[src/hdl/obcl_pkg.sv]
/*
 Constants, field layout and decode functions of the option byte loader.
 Assumes byte-wide option storage at a fixed data-memory window.
*/
// Function
// - Option bytes live in dedicated non-volatile store
// - Debug link programmer may rewrite every option byte
// - Application writes apply, except protection and boot size; those are still stored and load at next reset
// - Protection field 0xAA means unprotected, factory default
// - Boot size 0..3 protects zero to three pages
// - Boot size 0x7F..0xFF protects all 128 pages
// - Other pages unlocked only by unlock keys
// - Bit 0 auto-starts independent watchdog
// - Bit 1 stops independent watchdog in halt
// - Bit 2 auto-starts window watchdog
// - Bit 3 makes window watchdog reset on halt
// - Fast oscillator settle code gives 1/16/512/4096 cycles
// - Slow oscillator settle code gives 1/16/512/4096 cycles
// - Brownout bit 0 turns brownout reset on
// - Brownout bits 3:1 select detection threshold
// - Threshold codes 0..4 ascend in voltage
// - After reset decide bootloader or reset vector
package obcl_pkg;

  localparam logic [15:0] OB_BASE      = 16'h4800;
  localparam logic [15:0] OFS_RDP      = 16'h4800;
  localparam logic [15:0] OFS_BSZ      = 16'h4802;
  localparam logic [15:0] OFS_RSVD     = 16'h4807;
  localparam logic [15:0] OFS_DOG      = 16'h4808;
  localparam logic [15:0] OFS_OSC      = 16'h4809;
  localparam logic [15:0] OFS_BOR      = 16'h480A;
  localparam logic [15:0] OFS_BOOT_HI  = 16'h480B;
  localparam logic [15:0] OFS_BOOT_LO  = 16'h480C;
  localparam int          OB_DEPTH     = 13;
  localparam int          IDX_W        = 4;

  localparam logic [7:0]  RDP_DEFAULT  = 8'hAA;
  localparam logic [7:0]  RDP_OPEN     = 8'hAA;
  localparam logic [7:0]  ZERO_BYTE    = 8'h00;
  localparam logic [7:0]  LOW_NIBBLE   = 8'h0F;

  localparam logic [7:0]  BSZ_ALL_MIN  = 8'h7F;
  localparam logic [7:0]  ALL_PAGES    = 8'h80;

  localparam int          IDOG_AUTO_BIT  = 0;
  localparam int          IDOG_HALT_BIT  = 1;
  localparam int          WDOG_AUTO_BIT  = 2;
  localparam int          WDOG_HALT_BIT  = 3;
  localparam int          FAST_CNT_LSB   = 0;
  localparam int          SLOW_CNT_LSB   = 2;
  localparam int          BOR_EN_BIT     = 0;
  localparam int          BOR_LVL_LSB    = 1;
  localparam logic [2:0]  BOR_LVL_MAX    = 3'h4;

  localparam int          SETTLE_W      = 13;
  localparam logic [12:0] SETTLE_C0     = 13'h0001;
  localparam logic [12:0] SETTLE_C1     = 13'h0010;
  localparam logic [12:0] SETTLE_C2     = 13'h0200;
  localparam logic [12:0] SETTLE_C3     = 13'h1000;

  typedef enum logic [2:0] {
    OBCL_LOAD = 3'b001,
    OBCL_BOOT = 3'b010,
    OBCL_RUN  = 3'b100
  } obcl_state_t;

  function automatic logic [12:0] settle_cycles(input logic [1:0] code);
    unique case (code)
      2'h0: settle_cycles = SETTLE_C0;
      2'h1: settle_cycles = SETTLE_C1;
      2'h2: settle_cycles = SETTLE_C2;
      2'h3: settle_cycles = SETTLE_C3;
    endcase
  endfunction

  function automatic logic [7:0] boot_pages(input logic [7:0] size);
    boot_pages = (size >= BSZ_ALL_MIN) ? ALL_PAGES : size;
  endfunction

  function automatic logic [2:0] level_clamp(input logic [2:0] code);
    level_clamp = (code > BOR_LVL_MAX) ? BOR_LVL_MAX : code;
  endfunction

  // Only printed option addresses map; reserved slot never stores
  function automatic logic ob_mapped(input logic [15:0] addr);
    ob_mapped = (addr == OFS_RDP) || (addr == OFS_BSZ) ||
                ((addr >= OFS_DOG) && (addr <= OFS_BOOT_LO));
  endfunction

  function automatic logic [IDX_W-1:0] ob_index(input logic [15:0] addr);
    logic [15:0] d;
    d = addr - OB_BASE;
    ob_index = d[IDX_W-1:0];
  endfunction

  // Bits that exist in each byte; the rest read as zero
  function automatic logic [7:0] ob_mask(input logic [15:0] addr);
    if ((addr == OFS_DOG) || (addr == OFS_OSC) || (addr == OFS_BOR)) begin
      ob_mask = LOW_NIBBLE;
    end else begin
      ob_mask = ~ZERO_BYTE;
    end
  endfunction

  function automatic logic [7:0] factory(input int i);
    factory = (i == 0) ? RDP_DEFAULT : ZERO_BYTE;
  endfunction

endpackage

[src/hdl/obcl_settle.sv]
/*
 Oscillator settle counter: counts edges of an oscillator pin.
 Assumes the oscillator pin is asynchronous to clk and slower than clk/2.
*/
`timescale 1ns/1ns
module obcl_settle
  import obcl_pkg::*;
#(
  parameter int CNT_W = SETTLE_W
) (
  input  wire logic       clk,
  input  wire logic       rst,
  input  wire logic       osc_pin,
  input  wire logic       enable,
  input  wire logic [1:0] code,
  output logic            ready
);

  logic [2:0]       sync_reg;
  logic [2:0]       sync_next;
  logic [CNT_W-1:0] cnt_reg;
  logic [CNT_W-1:0] cnt_next;
  logic             ready_reg;
  logic             ready_next;
  logic [CNT_W-1:0] target;

  if (CNT_W < SETTLE_W) begin
    $error("obcl_settle: CNT_W too small for longest settle");
  end

  assign target = CNT_W'(settle_cycles(code));

  always_comb begin
    sync_next = {sync_reg[1:0], osc_pin};
    cnt_next = cnt_reg;
    ready_next = ready_reg;
    if (!enable) begin
      cnt_next = '0;
      ready_next = 1'b0;
    end else if (sync_reg[1] && !sync_reg[2] && !ready_reg) begin
      cnt_next = cnt_reg + 1'b1;
      ready_next = (cnt_next >= target);
    end
  end

  always_ff @(posedge clk or posedge rst) begin
    if (rst) begin
      sync_reg <= '0;
      cnt_reg <= '0;
      ready_reg <= 1'b0;
    end else begin
      sync_reg <= sync_next;
      cnt_reg <= cnt_next;
      ready_reg <= ready_next;
    end
  end

  assign ready = ready_reg;

endmodule

[src/hdl/obcl_store.sv]
/*
 Non-volatile option byte array with one write and one read port.
 Assumes write requests are already decoded and masked by the loader.
*/
`timescale 1ns/1ns
module obcl_store
  import obcl_pkg::*;
#(
  parameter int DEPTH = OB_DEPTH
) (
  input  wire logic             clk,
  input  wire logic             wr_en,
  input  wire logic [IDX_W-1:0] wr_idx,
  input  wire logic [7:0]       wr_data,
  input  wire logic [IDX_W-1:0] rd_idx,
  output logic      [7:0]       rd_data
);

  logic [7:0] mem [DEPTH];

  if (DEPTH != OB_DEPTH) begin
    $error("obcl_store: DEPTH must match option window");
  end

  // Factory contents; no reset since the array outlives any reset
  initial begin
    for (int i = 0; i < DEPTH; i++) begin
      mem[i] = factory(i);
    end
  end

  always_ff @(posedge clk) begin
    if (wr_en) begin
      mem[wr_idx] <= wr_data;
    end
  end

  assign rd_data = mem[rd_idx];

endmodule

[src/hdl/obcl_top.sv]
/*
 Option byte loader: stores option bytes, copies them into live
 configuration after reset, decides the boot target, and serves writes
 from the debug-link programmer and from application code.
 Assumes both write ports and the read port come from logic on CLK;
 oscillator pins are asynchronous.
*/
`timescale 1ns/1ns
module obcl_top
  import obcl_pkg::*;
#(
  parameter logic [15:0] LOADER_WORD  = 16'h5A5A, // Arbitrary value
  parameter logic [7:0]  BLANK_VECTOR = 8'h00
) (
  input  wire logic        CLK,
  input  wire logic        SYS_RST,
  input  wire logic        LINK_WR,
  input  wire logic [15:0] LINK_ADDR,
  input  wire logic [7:0]  LINK_WDATA,
  input  wire logic        APP_WR,
  input  wire logic [15:0] APP_ADDR,
  input  wire logic [7:0]  APP_WDATA,
  input  wire logic        RD_EN,
  input  wire logic        RD_FROM_LINK,
  input  wire logic [15:0] RD_ADDR,
  input  wire logic [7:0]  RESET_VECTOR_BYTE,
  input  wire logic        UNLOCK_KEYS_OK,
  input  wire logic [6:0]  PAGE_QUERY,
  input  wire logic        FAST_OSC_ON,
  input  wire logic        SLOW_OSC_ON,
  input  wire logic        FAST_OSC_PIN,
  input  wire logic        SLOW_OSC_PIN,
  output logic [7:0]       RD_DATA,
  output logic             RD_VALID,
  output logic             CONFIG_LOADED,
  output logic             READOUT_PROTECT_ON,
  output logic [7:0]       BOOT_AREA_PAGES,
  output logic             PAGE_WRITE_LOCKED,
  output logic             INDEP_DOG_AUTO_START,
  output logic             INDEP_DOG_HALT_STOP,
  output logic             WINDOW_DOG_AUTO_START,
  output logic             WINDOW_DOG_HALT_RESET,
  output logic             FAST_OSC_READY,
  output logic             SLOW_OSC_READY,
  output logic             BROWNOUT_ENABLE,
  output logic [2:0]       BROWNOUT_LEVEL_SELECT,
  output logic             BOOT_DECIDED,
  output logic             BOOT_TO_LOADER
);

  obcl_state_t      state_reg;
  obcl_state_t      state_next;
  logic [IDX_W-1:0] load_idx_reg;
  logic [IDX_W-1:0] load_idx_next;

  logic             rdp_on_reg;
  logic             rdp_on_next;
  logic [7:0]       pages_reg;
  logic [7:0]       pages_next;
  logic [3:0]       dog_reg;
  logic [3:0]       dog_next;
  logic [3:0]       osc_reg;
  logic [3:0]       osc_next;
  logic             bor_en_reg;
  logic             bor_en_next;
  logic [2:0]       bor_lvl_reg;
  logic [2:0]       bor_lvl_next;
  logic [15:0]      bootw_reg;
  logic [15:0]      bootw_next;
  logic             loaded_reg;
  logic             loaded_next;
  logic             decided_reg;
  logic             decided_next;
  logic             to_loader_reg;
  logic             to_loader_next;

  logic [7:0]       rd_data_reg;
  logic [7:0]       rd_data_next;
  logic             rd_valid_reg;
  logic             rd_valid_next;
  logic             lock_reg;
  logic             lock_next;

  logic             wr_en;
  logic             wr_link;
  logic [15:0]      wr_addr;
  logic [7:0]       wr_byte;
  logic [IDX_W-1:0] st_rd_idx;
  logic [7:0]       st_rd_data;
  logic [15:0]      load_addr;
  logic [15:0]      upd_addr;
  logic [7:0]       upd_byte;
  logic             upd_en;
  logic             upd_link;

  if (OB_DEPTH > (1 << IDX_W)) begin
    $error("obcl_top: IDX_W too narrow for option window");
  end

  // Link writes win over a same-cycle application write
  always_comb begin
    wr_link = LINK_WR;
    wr_addr = LINK_WR ? LINK_ADDR : APP_ADDR;
    wr_byte = (LINK_WR ? LINK_WDATA : APP_WDATA) & ob_mask(wr_addr);
    wr_en = (LINK_WR || APP_WR) && ob_mapped(wr_addr) &&
            (state_reg != OBCL_LOAD);
  end

  assign load_addr = OB_BASE + 16'(load_idx_reg);
  assign st_rd_idx = (state_reg == OBCL_LOAD) ? load_idx_reg
                                              : ob_index(RD_ADDR);

  obcl_store #(
    .DEPTH   (OB_DEPTH)
  ) u_store (
    .clk     (CLK),
    .wr_en   (wr_en),
    .wr_idx  (ob_index(wr_addr)),
    .wr_data (wr_byte),
    .rd_idx  (st_rd_idx),
    .rd_data (st_rd_data)
  );

  // Live fields are fed from the loading walk or from a fresh write
  always_comb begin
    if (state_reg == OBCL_LOAD) begin
      upd_en = ob_mapped(load_addr);
      upd_link = 1'b1;
      upd_addr = load_addr;
      upd_byte = st_rd_data & ob_mask(load_addr);
    end else begin
      upd_en = wr_en;
      upd_link = wr_link;
      upd_addr = wr_addr;
      upd_byte = wr_byte;
    end
  end

  always_comb begin
    state_next = state_reg;
    load_idx_next = load_idx_reg;
    rdp_on_next = rdp_on_reg;
    pages_next = pages_reg;
    dog_next = dog_reg;
    osc_next = osc_reg;
    bor_en_next = bor_en_reg;
    bor_lvl_next = bor_lvl_reg;
    bootw_next = bootw_reg;
    loaded_next = loaded_reg;
    decided_next = decided_reg;
    to_loader_next = to_loader_reg;

    if (upd_en) begin
      // Protection and boot size follow link programming and the load walk, not application writes
      if (upd_addr == OFS_RDP && upd_link) begin
        rdp_on_next = (upd_byte != RDP_OPEN);
      end

      if (upd_addr == OFS_BSZ && upd_link) begin
        pages_next = boot_pages(upd_byte);
      end

      if (upd_addr == OFS_DOG) begin
        dog_next = upd_byte[3:0];
      end

      if (upd_addr == OFS_OSC) begin
        osc_next = upd_byte[3:0];
      end

      if (upd_addr == OFS_BOR) begin
        bor_en_next = upd_byte[BOR_EN_BIT];
        bor_lvl_next =
          level_clamp(upd_byte[BOR_LVL_LSB+:3]);
      end

      if (upd_addr == OFS_BOOT_HI) begin
        bootw_next[15:8] = upd_byte;
      end

      if (upd_addr == OFS_BOOT_LO) begin
        bootw_next[7:0] = upd_byte;
      end
    end

    unique case (state_reg)
      OBCL_LOAD: begin
        // Walk every slot before CONFIG_LOADED rises; live fields update as each slot is read
        if (load_idx_reg == IDX_W'(OB_DEPTH - 1)) begin
          state_next = OBCL_BOOT;
          loaded_next = 1'b1;
        end else begin
          load_idx_next = load_idx_reg + 1'b1;
        end
      end
      OBCL_BOOT: begin
        // Loader word or a blank vector picks the loader
        to_loader_next = (bootw_reg == LOADER_WORD) ||
                         (RESET_VECTOR_BYTE == BLANK_VECTOR);
        decided_next = 1'b1;
        state_next = OBCL_RUN;
      end
      OBCL_RUN: begin
        state_next = OBCL_RUN;
      end
    endcase
  end

  always_ff @(posedge CLK or posedge SYS_RST) begin
    if (SYS_RST) begin
      state_reg <= OBCL_LOAD;
      load_idx_reg <= '0;
      rdp_on_reg <= 1'b1;
      pages_reg <= ZERO_BYTE;
      dog_reg <= '0;
      osc_reg <= '0;
      bor_en_reg <= 1'b0;
      bor_lvl_reg <= '0;
      bootw_reg <= '0;
      loaded_reg <= 1'b0;
      decided_reg <= 1'b0;
      to_loader_reg <= 1'b0;
    end else begin
      state_reg <= state_next;
      load_idx_reg <= load_idx_next;
      rdp_on_reg <= rdp_on_next;
      pages_reg <= pages_next;
      dog_reg <= dog_next;
      osc_reg <= osc_next;
      bor_en_reg <= bor_en_next;
      bor_lvl_reg <= bor_lvl_next;
      bootw_reg <= bootw_next;
      loaded_reg <= loaded_next;
      decided_reg <= decided_next;
      to_loader_reg <= to_loader_next;
    end
  end

  // Readback; link reads are blanked while protection is active
  always_comb begin
    rd_valid_next = RD_EN;
    rd_data_next = ZERO_BYTE;
    if (RD_EN && ob_mapped(RD_ADDR) && loaded_reg &&
        !(RD_FROM_LINK && rdp_on_reg)) begin
      rd_data_next = st_rd_data & ob_mask(RD_ADDR);
    end

    // Outside the boot area only the unlock keys release writes
    lock_next = ({1'b0, PAGE_QUERY} < pages_reg) ||
                !UNLOCK_KEYS_OK;
  end

  always_ff @(posedge CLK or posedge SYS_RST) begin
    if (SYS_RST) begin
      rd_data_reg <= ZERO_BYTE;
      rd_valid_reg <= 1'b0;
      lock_reg <= 1'b1;
    end else begin
      rd_data_reg <= rd_data_next;
      rd_valid_reg <= rd_valid_next;
      lock_reg <= lock_next;
    end
  end

  obcl_settle #(
    .CNT_W   (SETTLE_W)
  ) u_fast (
    .clk     (CLK),
    .rst     (SYS_RST),
    .osc_pin (FAST_OSC_PIN),
    .enable  (FAST_OSC_ON && loaded_reg),
    .code    (osc_reg[FAST_CNT_LSB+:2]),
    .ready   (FAST_OSC_READY)
  );

  obcl_settle #(
    .CNT_W   (SETTLE_W)
  ) u_slow (
    .clk     (CLK),
    .rst     (SYS_RST),
    .osc_pin (SLOW_OSC_PIN),
    .enable  (SLOW_OSC_ON && loaded_reg),
    .code    (osc_reg[SLOW_CNT_LSB+:2]),
    .ready   (SLOW_OSC_READY)
  );

  // Settle counters, readback and boot decision held off until the copy is complete
  assign CONFIG_LOADED = loaded_reg;
  assign READOUT_PROTECT_ON = rdp_on_reg;
  assign BOOT_AREA_PAGES = pages_reg;
  assign PAGE_WRITE_LOCKED = lock_reg;
  assign INDEP_DOG_AUTO_START = dog_reg[IDOG_AUTO_BIT];
  assign INDEP_DOG_HALT_STOP = dog_reg[IDOG_HALT_BIT];
  assign WINDOW_DOG_AUTO_START = dog_reg[WDOG_AUTO_BIT];
  assign WINDOW_DOG_HALT_RESET = dog_reg[WDOG_HALT_BIT];
  assign BROWNOUT_ENABLE = bor_en_reg;
  assign BROWNOUT_LEVEL_SELECT = bor_lvl_reg;
  assign BOOT_DECIDED = decided_reg;
  assign BOOT_TO_LOADER = to_loader_reg;
  assign RD_DATA = rd_data_reg;
  assign RD_VALID = rd_valid_reg;

endmodule

[config.mk]
export PLATFORM = sky130hd
export DESIGN_NAME = obcl_top
export DESIGN_NICKNAME = d
export VERILOG_FILES = /design/src/hdl/obcl_pkg.sv /design/src/hdl/obcl_settle.sv /design/src/hdl/obcl_store.sv /design/src/hdl/obcl_top.sv
export SDC_FILE = /design/constraint.sdc
export NUM_CORES = 1
export LEC_CHECK = 0
export BUFFER_PORTS_ARGS = -buffer_cell sky130_fd_sc_hd__buf_2
export CAP_MARGIN = 20
export CELL_PAD_IN_SITES_DETAIL_PLACEMENT = 0
export CELL_PAD_IN_SITES_GLOBAL_PLACEMENT = 2
export CORE_ASPECT_RATIO = 0.6
export CORE_MARGIN = 1.5
export CORE_UTILIZATION = 35
export DETAILED_ROUTE_END_ITERATION = 10
export PLACE_DENSITY = 0.78
export SLEW_MARGIN = 40
export SYNTH_ARGS = -nofsm -noshare
export SYNTH_HDL_FRONTEND = slang
export SYNTH_SLANG_ARGS = --single-unit
[constraint.sdc]
create_clock -name CLK -period 2.8 [get_ports CLK]
set_input_delay 0.56 -clock CLK [delete_from_list [all_inputs] [get_ports CLK]]
set_output_delay 0.56 -clock CLK [all_outputs]
set_load 0.03 [all_outputs]
==> results of run 1 <==
-- layer usage --
layer / up-vias / global-route usage, % / wire, um
met2: 282 / 26.6 / 11400
li1: 3665 / - / -
met1: 3754 / 31.7 / 14400
met5: - / 0 / 0
met3: 26 / 5.70 / 2730
met4: 0 / 5.14 / 399
-- worst max-delay path, stage by stage (launching register included) --
cell	delay, ns
dfstp_2	0.57
or3b_4	0.49
buf_8	0.18
mux2i_4	0.19
buf_6	0.16
buf_6	0.12
o221a_4	0.23
o32ai_4	0.42
nand2_2	0.13
buf_4	0.17
nor3_2	0.20
a21oi_1	0.06
-- layout make-up --
cell class                      count  area share (%)
Sequential cell                   195            40.6
Multi-Input combinational cell    628            36.0
Timing Repair Buffer              276            14.9
Tap cell                          367            3.45
Clock buffer                       21            3.40
Clock inverter                     11           0.941
Inverter                           24           0.734
-- cells by family (layout without fill, tap and decap cells) --
logic type                 Yosys count  count (layout)  synth area share (%)
adders and majority gates           20              20                  2.54
other                                1              48                0.0381
DFF                                195             195                  54.8
xor gates and xnor gates            34              34                  3.02
buffers and inverters               54             332                  2.84
AOI/OAI and AO/OA                  144             144                  10.2
and+or+nand+nor                    288             288                  14.8
muxes                               94              94                  11.7
-- power by group through the flow --
stage | Sequential (mW) | Clock (mW) | Combinational [mW]
2_1_floorplan | 3.20 | 0 | 0.294
3_3_place_gp | 3.20 | 0 | 0.587
3_5_place_dp | 3.20 | 0 | 0.593
4_1_cts | 3.14 | 2.50 | 0.625
5_1_grt | 3.15 | 2.61 | 0.736
6_report | 3.14 | 2.44 | 0.679
-- what timing repair did --
item,4_1_cts,5_1_grt
gates resized for setup,37,61
hold buffers,0,0
endpoints found under the setup margin,31,37
pin swaps,10,28
gates cloned,1,1
buffers inserted,16,16
-- cell usage after synthesis, types with 6 or more instances --
master and number:
a211oi_1 9, a21o_1 8, a21oi_1 39, a31oi_1 11
and2_1 8, and3_1 8, buf_2 7, buf_6 6
clkbuf_1 10, dfrtp_1 88, edfxtp_1 104, ha_1 20
inv_1 24, mux2_2 32, mux2i_1 46, mux4_2 11
nand2_1 84, nand2b_1 9, nand3_1 25, nand4_1 14
nor2_1 73, nor2b_1 6, nor3_1 12, nor4_1 7
nor4b_1 6, o211ai_1 7, o21ai_0 24, or3_1 6
xnor2_1 16, xor2_1 18
-- worst max path at each step --
stage                                                end  slack [ns]  cells after the start
final                     BOOT_AREA_PAGES[3]$_DFFE_PP0P_       -0.24                     11
after global routing      BOOT_AREA_PAGES[3]$_DFFE_PP0P_       -0.34                     12
after CTS                 BOOT_AREA_PAGES[7]$_DFFE_PP0P_       -0.22                      9
after detailed placement  BOOT_AREA_PAGES[4]$_DFFE_PP0P_       -0.35                     10
after global placement    BOOT_AREA_PAGES[4]$_DFFE_PP0P_       -0.29                     10
after floorplan           BOOT_AREA_PAGES[7]$_DFFE_PP0P_       -0.10                     10
-- per-stage QoR --
step	std cells	util [%]	hold slack, ns	worst slack (ns)
2_1_floorplan	877	-	0.331	-0.102
3_3_place_gp	1459	43.6	0.343	-0.286
3_5_place_dp	1459	43.6	0.346	-0.348
4_1_cts	1506	46.6	0.205	-0.225
5_1_grt	1522	48.1	0.205	-0.338
6_report	1522	48.1	0.209	-0.239
-- placed cells by master, fill, tap and decap left out, types with 5 or more instances in the layout --
cell type / instances
a21o_1: 8
inv_1: 22
edfxtp_1: 104
mux4_2: 11
ha_1: 19
nor3_1: 10
a21oi_1: 25
xnor2_1: 16
buf_4: 123
clkbuf_16: 18
o21ai_0: 17
buf_2: 122
nand2b_1: 9
and2_1: 8
or3_1: 6
or2_2: 5
nor2b_1: 6
nor2_1: 70
mux2_4: 14
nand2_1: 82
dfrtp_1: 88
mux2i_1: 42
o211ai_1: 7
buf_12: 9
nand3_1: 24
a211oi_1: 8
nand4_1: 14
a21oi_2: 11
buf_6: 20
conb_1: 48
mux2_2: 20
a31oi_1: 8
nor4_1: 5
xor2_1: 18
and3_1: 8
==> summary by stage, run 1 <==
Worst setup path
The internal reg-to-reg setup slack is -0.24 ns. The terminus of the critical flop-to-flop path is BOOT_AREA_PAGES[3]$_DFFE_PP0P_. The most critical setup path has its startpoint at state_reg[0]$_DFFE_PP1N_.

The worst setup path is launched from a register. The startpoint-to-endpoint class of the critical path is reg2reg. The required time at the worst-slack endpoint is 3.13 ns.

For the worst setup path, the data arrival time is 3.37 ns. For the worst flop-to-flop path, the logic depth is 11. Of all nets on the critical path, the largest fanout is 7. The launch point of the worst reg-to-reg path is state_reg[0]$_DFFE_PP1N_. The nature of the critical path endpoint is a register.

STA
Setup repair after global routing could not meet its margin everywhere. Measured against its own limit, the worst slew margin works out to 45.3%. The highest attainable clock frequency is 0.329 GHz. The max-slew violation count was 0. Dividing the final minimum period by the clock period gives 109%.

The time the worst path needs with I/O delays and setup is 3.04 ns. Across all setup checks in the final design, the least slack found is -0.239 ns. At the pin with the least slew margin, the transition time is 0.817 ns. Across the routed clock network, the largest skew measured is 0.0101 ns. The hold violation count in the final report is 0. The setup total negative slack is -2.87 ns. Setup violations remaining at the end of the flow were counted as 28.

Synth
The synthesized design devotes to its leading area cell type 31.7% of total area. The library cell occupying the most area in the post-synthesis netlist is edfxtp_1. The cell area that synthesis handed to floorplanning was 0.00985 sq mm.

The commonest register cell after synthesis is edfxtp_1. The synthesized area per cell is 11.9 sq um. The post-synthesis cell count is 830.

The fraction of registers with async set/reset is 46.7%. Synthesis instantiated 81 different standard cells from the library. During synthesis, Yosys emitted a total of 0 warnings. The post-synthesis register bit count is 195. Counting flops with a built-in enable in the synthesized netlist gives 104. By area the synthesized netlist is led by edfxtp_1, dfrtp_1, mux2i_1. Sequential cells were found to cover 54.8% of the synthesized design area.

Die
Pin placement for this block handled 122 I/O pins. The die is 133 um tall. The width of the chip is 220 um.

The area of the die is 0.0292 sq mm. In this run the standard cell core region covers 0.0276 sq mm. The number of standard-cell rows in the floorplan is 47.

The initial core utilization is 35.7%.

Cells and area
The proportion of layout cells with a drive suffix above 1 is 37.7%. The post-route cell area is 0.0133 sq mm. The final layout net count is 1252.

The multi-input gate area in the final layout is 0.00478 sq mm. Fill cells in the final layout number 2533. From synthesis to final layout, the design area changed by 35.0%. The number of antenna diodes is 0.

The register with the most flip-flops in the layout has 104 of them. Across the whole layout, storage elements account for 0.00540 sq mm.

Global route
The total track usage is 20.1%. The via count of the first global-routing pass came to 7379. The total overflow left after global routing is 0.

The maximum number of pins on one net before global-route repair is 46. The first global-routing pass estimated 43400 um of wire. The number of antenna violations at the first check in global routing was 0.

Drt
The post-detailed-routing wire length is 28900 um. Using the TritonRoute via totals, the vias-per-cell ratio works out to 5.08. After detailed routing, the average wire length per cell comes to 19.0 um.

The via total after detailed routing is 7727. For this run, design rule violations remaining after detail routing come to 0. The violation count after the first detailed-routing iteration is 684. The remaining number of nets flagged by the antenna check after routing is 0. The number of search-and-repair iterations in the first detailed-routing pass is 5.

Pwr
Combinational logic burns 10.8% of the power. The analysis attributes to net switching a power of 1.48 mW. The design draws 6.26 mW.

The part of the power in the clock network is 39.0%. The switching portion of total power is 23.7%. The sequential share of power is 50.2%. In this run the static leakage power is 5.65 nW. The maximum vdd ir drop is 0.000406 V. The power density over cell area is 471 mW/mm^2. The internal power of the cells is 4.78 mW.

Clock tree
Clock-pin slew was measured on the worst setup and hold paths at 0.07 ns. The H-tree was split into 4 levels. Clock tree synthesis found a total of 195 sinks. TritonCTS built the clock tree. The clock root buffer master is clkbuf_16. The clock buffer count from CTS is 17.

In this run the deepest clock path goes through 2 buffers. The insertion delay to the later sink of the worst-skew pair is 0.45 ns.

Placement
Summing all placed instances gives a cell area of 0.0120 sq mm. The HPWL reported at the end of detailed placement is 21300 um. The count of buffers added on input and output ports is 121. The placer's final routability congestion estimate is 0.863.

Status
The checks that failed: setup timing. The flow ran to the end, but the final reports show violations.

Worst hold path
The worst min-delay path category is in2async.

Job
Max-cap violations in this run came to 0.
(Power assumes the default switching activity.)
==> inputs of run 2 (changes only) <==
CORE_UTILIZATION = 30   (was 35)
PLACE_DENSITY = not set   (was 0.78)
PLACE_DENSITY_LB_ADDON = 0.1   (was not set)
==> run 2 against run 1 <==
The run still ends with setup timing left. Cell count increased by 4.8%. Sequential cell count is the same. Core utilization shrank 6.7 points. Total power is 0.19% lower. Register-to-register slack got worse by 0.02 ns. Fmax decreased by 0.69%. Die area up 16%. Sequential power hardly changed. Final area increased by 0.82%. Non-clock buffer count increased by 14. Critical path type unchanged.
==> summary by stage, run 2 (synthesized netlist as in run 1, its figures left out) <==
Clock tree
The TritonCTS clock tree is built. The hold buffer count at cts is 0. The H-tree was split into 4 levels. CTS saw 195 sinks. The clock root buffer master is clkbuf_16. For the worst-skew pair, the clock arrives at the later sink with an insertion delay of 0.46 ns. Counting along the longest clock path gives a buffer depth of 2. The clock buffer count from CTS is 17. Clock-pin slew was measured on the worst setup and hold paths at 0.08 ns.

Drt
Summed over all layers, the routed wires come to 30900 um. The violation count after the first detailed-routing iteration is 533. The remaining number of nets flagged by the antenna check after routing is 0. The via-per-instance ratio is 4.76. After detailed routing, the average wire length per cell comes to 19.4 um. The first detailed-routing pass ran for 5 iterations. The residual DRC count is 0.

The via total after detailed routing is 7588.

Worst setup path
In this design, the stage delay of the slowest critical-path cell is 0.55 ns. In this run the register-to-register setup slack is -0.26 ns. The launch point of the worst reg-to-reg path is state_reg[0]$_DFFE_PP1N_. The kind of start point of the critical path is a register. The most critical setup path has its endpoint at BOOT_AREA_PAGES[7]$_DFFE_PP0P_. The largest fanout on the critical path is 9.

The worst register-to-register path ends at BOOT_AREA_PAGES[7]$_DFFE_PP0P_. The number of cells on the worst reg-to-reg path is 11. The required time at the worst-slack endpoint is 3.14 ns. The worst endpoint data arrival time is 3.40 ns.

In this design, the critical path's most frequently occurring cell is mux2_4. The startpoint-to-endpoint class of the critical path is reg2reg. Walking the worst path, the cells encountered are or3b_4 > buf_12 > mux2_4 > buf_4 > mux2_4 > a211oi_4 > o32ai_4 > nand2_2 > nor4_4 > buf_6 > a211o_1.

In this run the worst setup path begins at state_reg[0]$_DFFE_PP1N_. On the critical path, the stage with the largest delay is an instance of dfstp_2. STA classifies the critical path endpoint as a register.

Die
In this run the standard cell core region covers 0.0324 sq mm. The floorplan has 51 rows. For this configuration, the core starts out at a cell density of 30.5%. The vertical die dimension is 143 um. The die covers 0.0340 sq mm. The width of the chip is 237 um. For this design the top-level I/O count stands at 122.

Status
The run finished, with violations left. The checks that failed: setup timing.

Cells and area
The final layout net count is 1266. The most common cell after layout, fill and taps aside is buf_4. The finished cells cover 0.0134 sq mm. The fill cell instance count of the final layout is 3160. The multi-input gate area in the final layout is 0.00477 sq mm. The sequential cell area is 0.00541 sq mm. In the final layout, the share of cells above drive strength 1 is 38.2%.

The flip-flop count of the largest register after layout is 104. In the layout the commonest cells are buf_4, buf_2, edfxtp_1. The area added between synthesis and finish is 36.1%.

The post-route core utilization is 41.5%.

STA
The worst slack on hold paths is 0.200 ns. Of the available clock period, the critical path in the final layout requires 109%. Headroom to the max-slew limit came out at 44.7%. The max-slew violation count came to 0. Counting I/O delays and the setup requirement, the final critical path takes 3.06 ns. At the pin with the least slew margin, the transition time is 0.826 ns.

For this run, the top clock speed supported by timing is 0.327 GHz. The hold violation count in the final report is 0. Setup slack on the critical path of the routed design comes to -0.260 ns.

The worst clock skew on the final layout is 0.0109 ns. Setup violations remaining at the end of the flow were counted as 26. Setup repair after global routing could not meet its margin everywhere.

Global route
The first global-routing pass estimated 46800 um of wire. The maximum number of pins on one net before global-route repair is 51. After global routing the overflow that remains totals 0. The number of antenna violations at the first check in global routing came to 1. The total track usage is 18.8%. The via count of the first global-routing pass is 7361.

Placement
The placer's final routability congestion estimate is 0.791. Summing all placed instances gives a cell area of 0.0122 sq mm. Input and output buffers added on the ports amount to 121. Timing analysis after detailed placement gives a worst setup slack of -0.381 ns.

The HPWL reported at the end of detailed placement is 23100 um.

Pwr
The internal power of the cells is 4.67 mW. The analysis attributes to net switching a power of 1.58 mW. The worst-case IR drop observed on VDD is 0.000451 V. The switching portion of total power is 25.3%.

The static power due to leakage is 5.71 nW. The sequential share of power is 50.3%. Combinational logic is responsible for 11.6% of the overall power. In this run, the clock network consumes 38.2% of the power. The power density over cell area is 466 mW/mm^2.

Job
The tool flagged a number of max-cap violations equal to 0.

Worst hold path
The min-delay analysis places its worst path in the category in2reg.
==> run 2: final cells by class <==
type,instances,share of cell area [%]
Timing Repair Buffer,290,15.4
Multi-Input combinational cell,628,35.5
Inverter,24,0.700
Tap cell,424,3.96
Antenna cell,2,0.0373
Clock buffer,18,3.20
Clock inverter,14,0.840
Sequential cell,195,40.3
==> run 2: what timing repair did <==
item,in CTS,in global routing
pin swaps,15,28
setup buffers,13,21
endpoints found under the setup margin,35,38
gates cloned,0,1
resized for setup,35,48
==> run 2: worst max-delay path: cells and delay by family (launching register included) <==
kind / cells / cell delay, ns
buffers and inverters: 3 / 0.46
AND/OR/NAND/NOR: 3 / 0.59
AO/OA/AOI/OAI: 3 / 0.67
multiplexers: 2 / 0.67
flip-flops: 1 / 0.55
==> run 2: power by group through the flow <==
stage / registers (mW) / logic [mW] / clock network, mW
2_1_floorplan: 3.20 / 0.294 / 0
3_3_place_gp: 3.20 / 0.625 / 0
3_5_place_dp: 3.20 / 0.624 / 0
4_1_cts: 3.14 / 0.664 / 2.45
5_1_grt: 3.15 / 0.788 / 2.57
6_report: 3.14 / 0.724 / 2.38
==> run 2: worst min path at each step <==
stage          cells after the start                    startpoint                            to  slack, ns
6_report                           1                  SLOW_OSC_PIN  u_slow.sync_reg[0]$_DFF_PP0_       0.20
4_1_cts                            1                  SLOW_OSC_PIN  u_slow.sync_reg[0]$_DFF_PP0_       0.17
3_3_place_gp                       0  u_slow.sync_reg[0]$_DFF_PP0_  u_slow.sync_reg[1]$_DFF_PP0_       0.34
3_5_place_dp                       0  u_fast.sync_reg[0]$_DFF_PP0_  u_fast.sync_reg[1]$_DFF_PP0_       0.35
2_1_floorplan                      0  u_fast.sync_reg[0]$_DFF_PP0_  u_fast.sync_reg[1]$_DFF_PP0_       0.33
5_1_grt                            1                  SLOW_OSC_PIN  u_slow.sync_reg[0]$_DFF_PP0_       0.18
==> run 2: through the flow <==
stage               instances  setup TNS, ns  total power, mW
floorplan                 877         -0.509             3.49
global placement         1533          -5.53             3.83
detailed placement       1533          -5.34             3.83
CTS                      1576          -2.00             6.26
global route             1594          -5.96             6.50
finish                   1595          -3.47             6.25
==> run 2: routing by layer <==
layer	up-vias	track usage (%)	routed length, um
li1	3693	-	-
met1	3690	30.5	17000
met2	192	24.1	11600
met3	13	4.86	2050
met4	0	3.85	213
met5	-	0	0
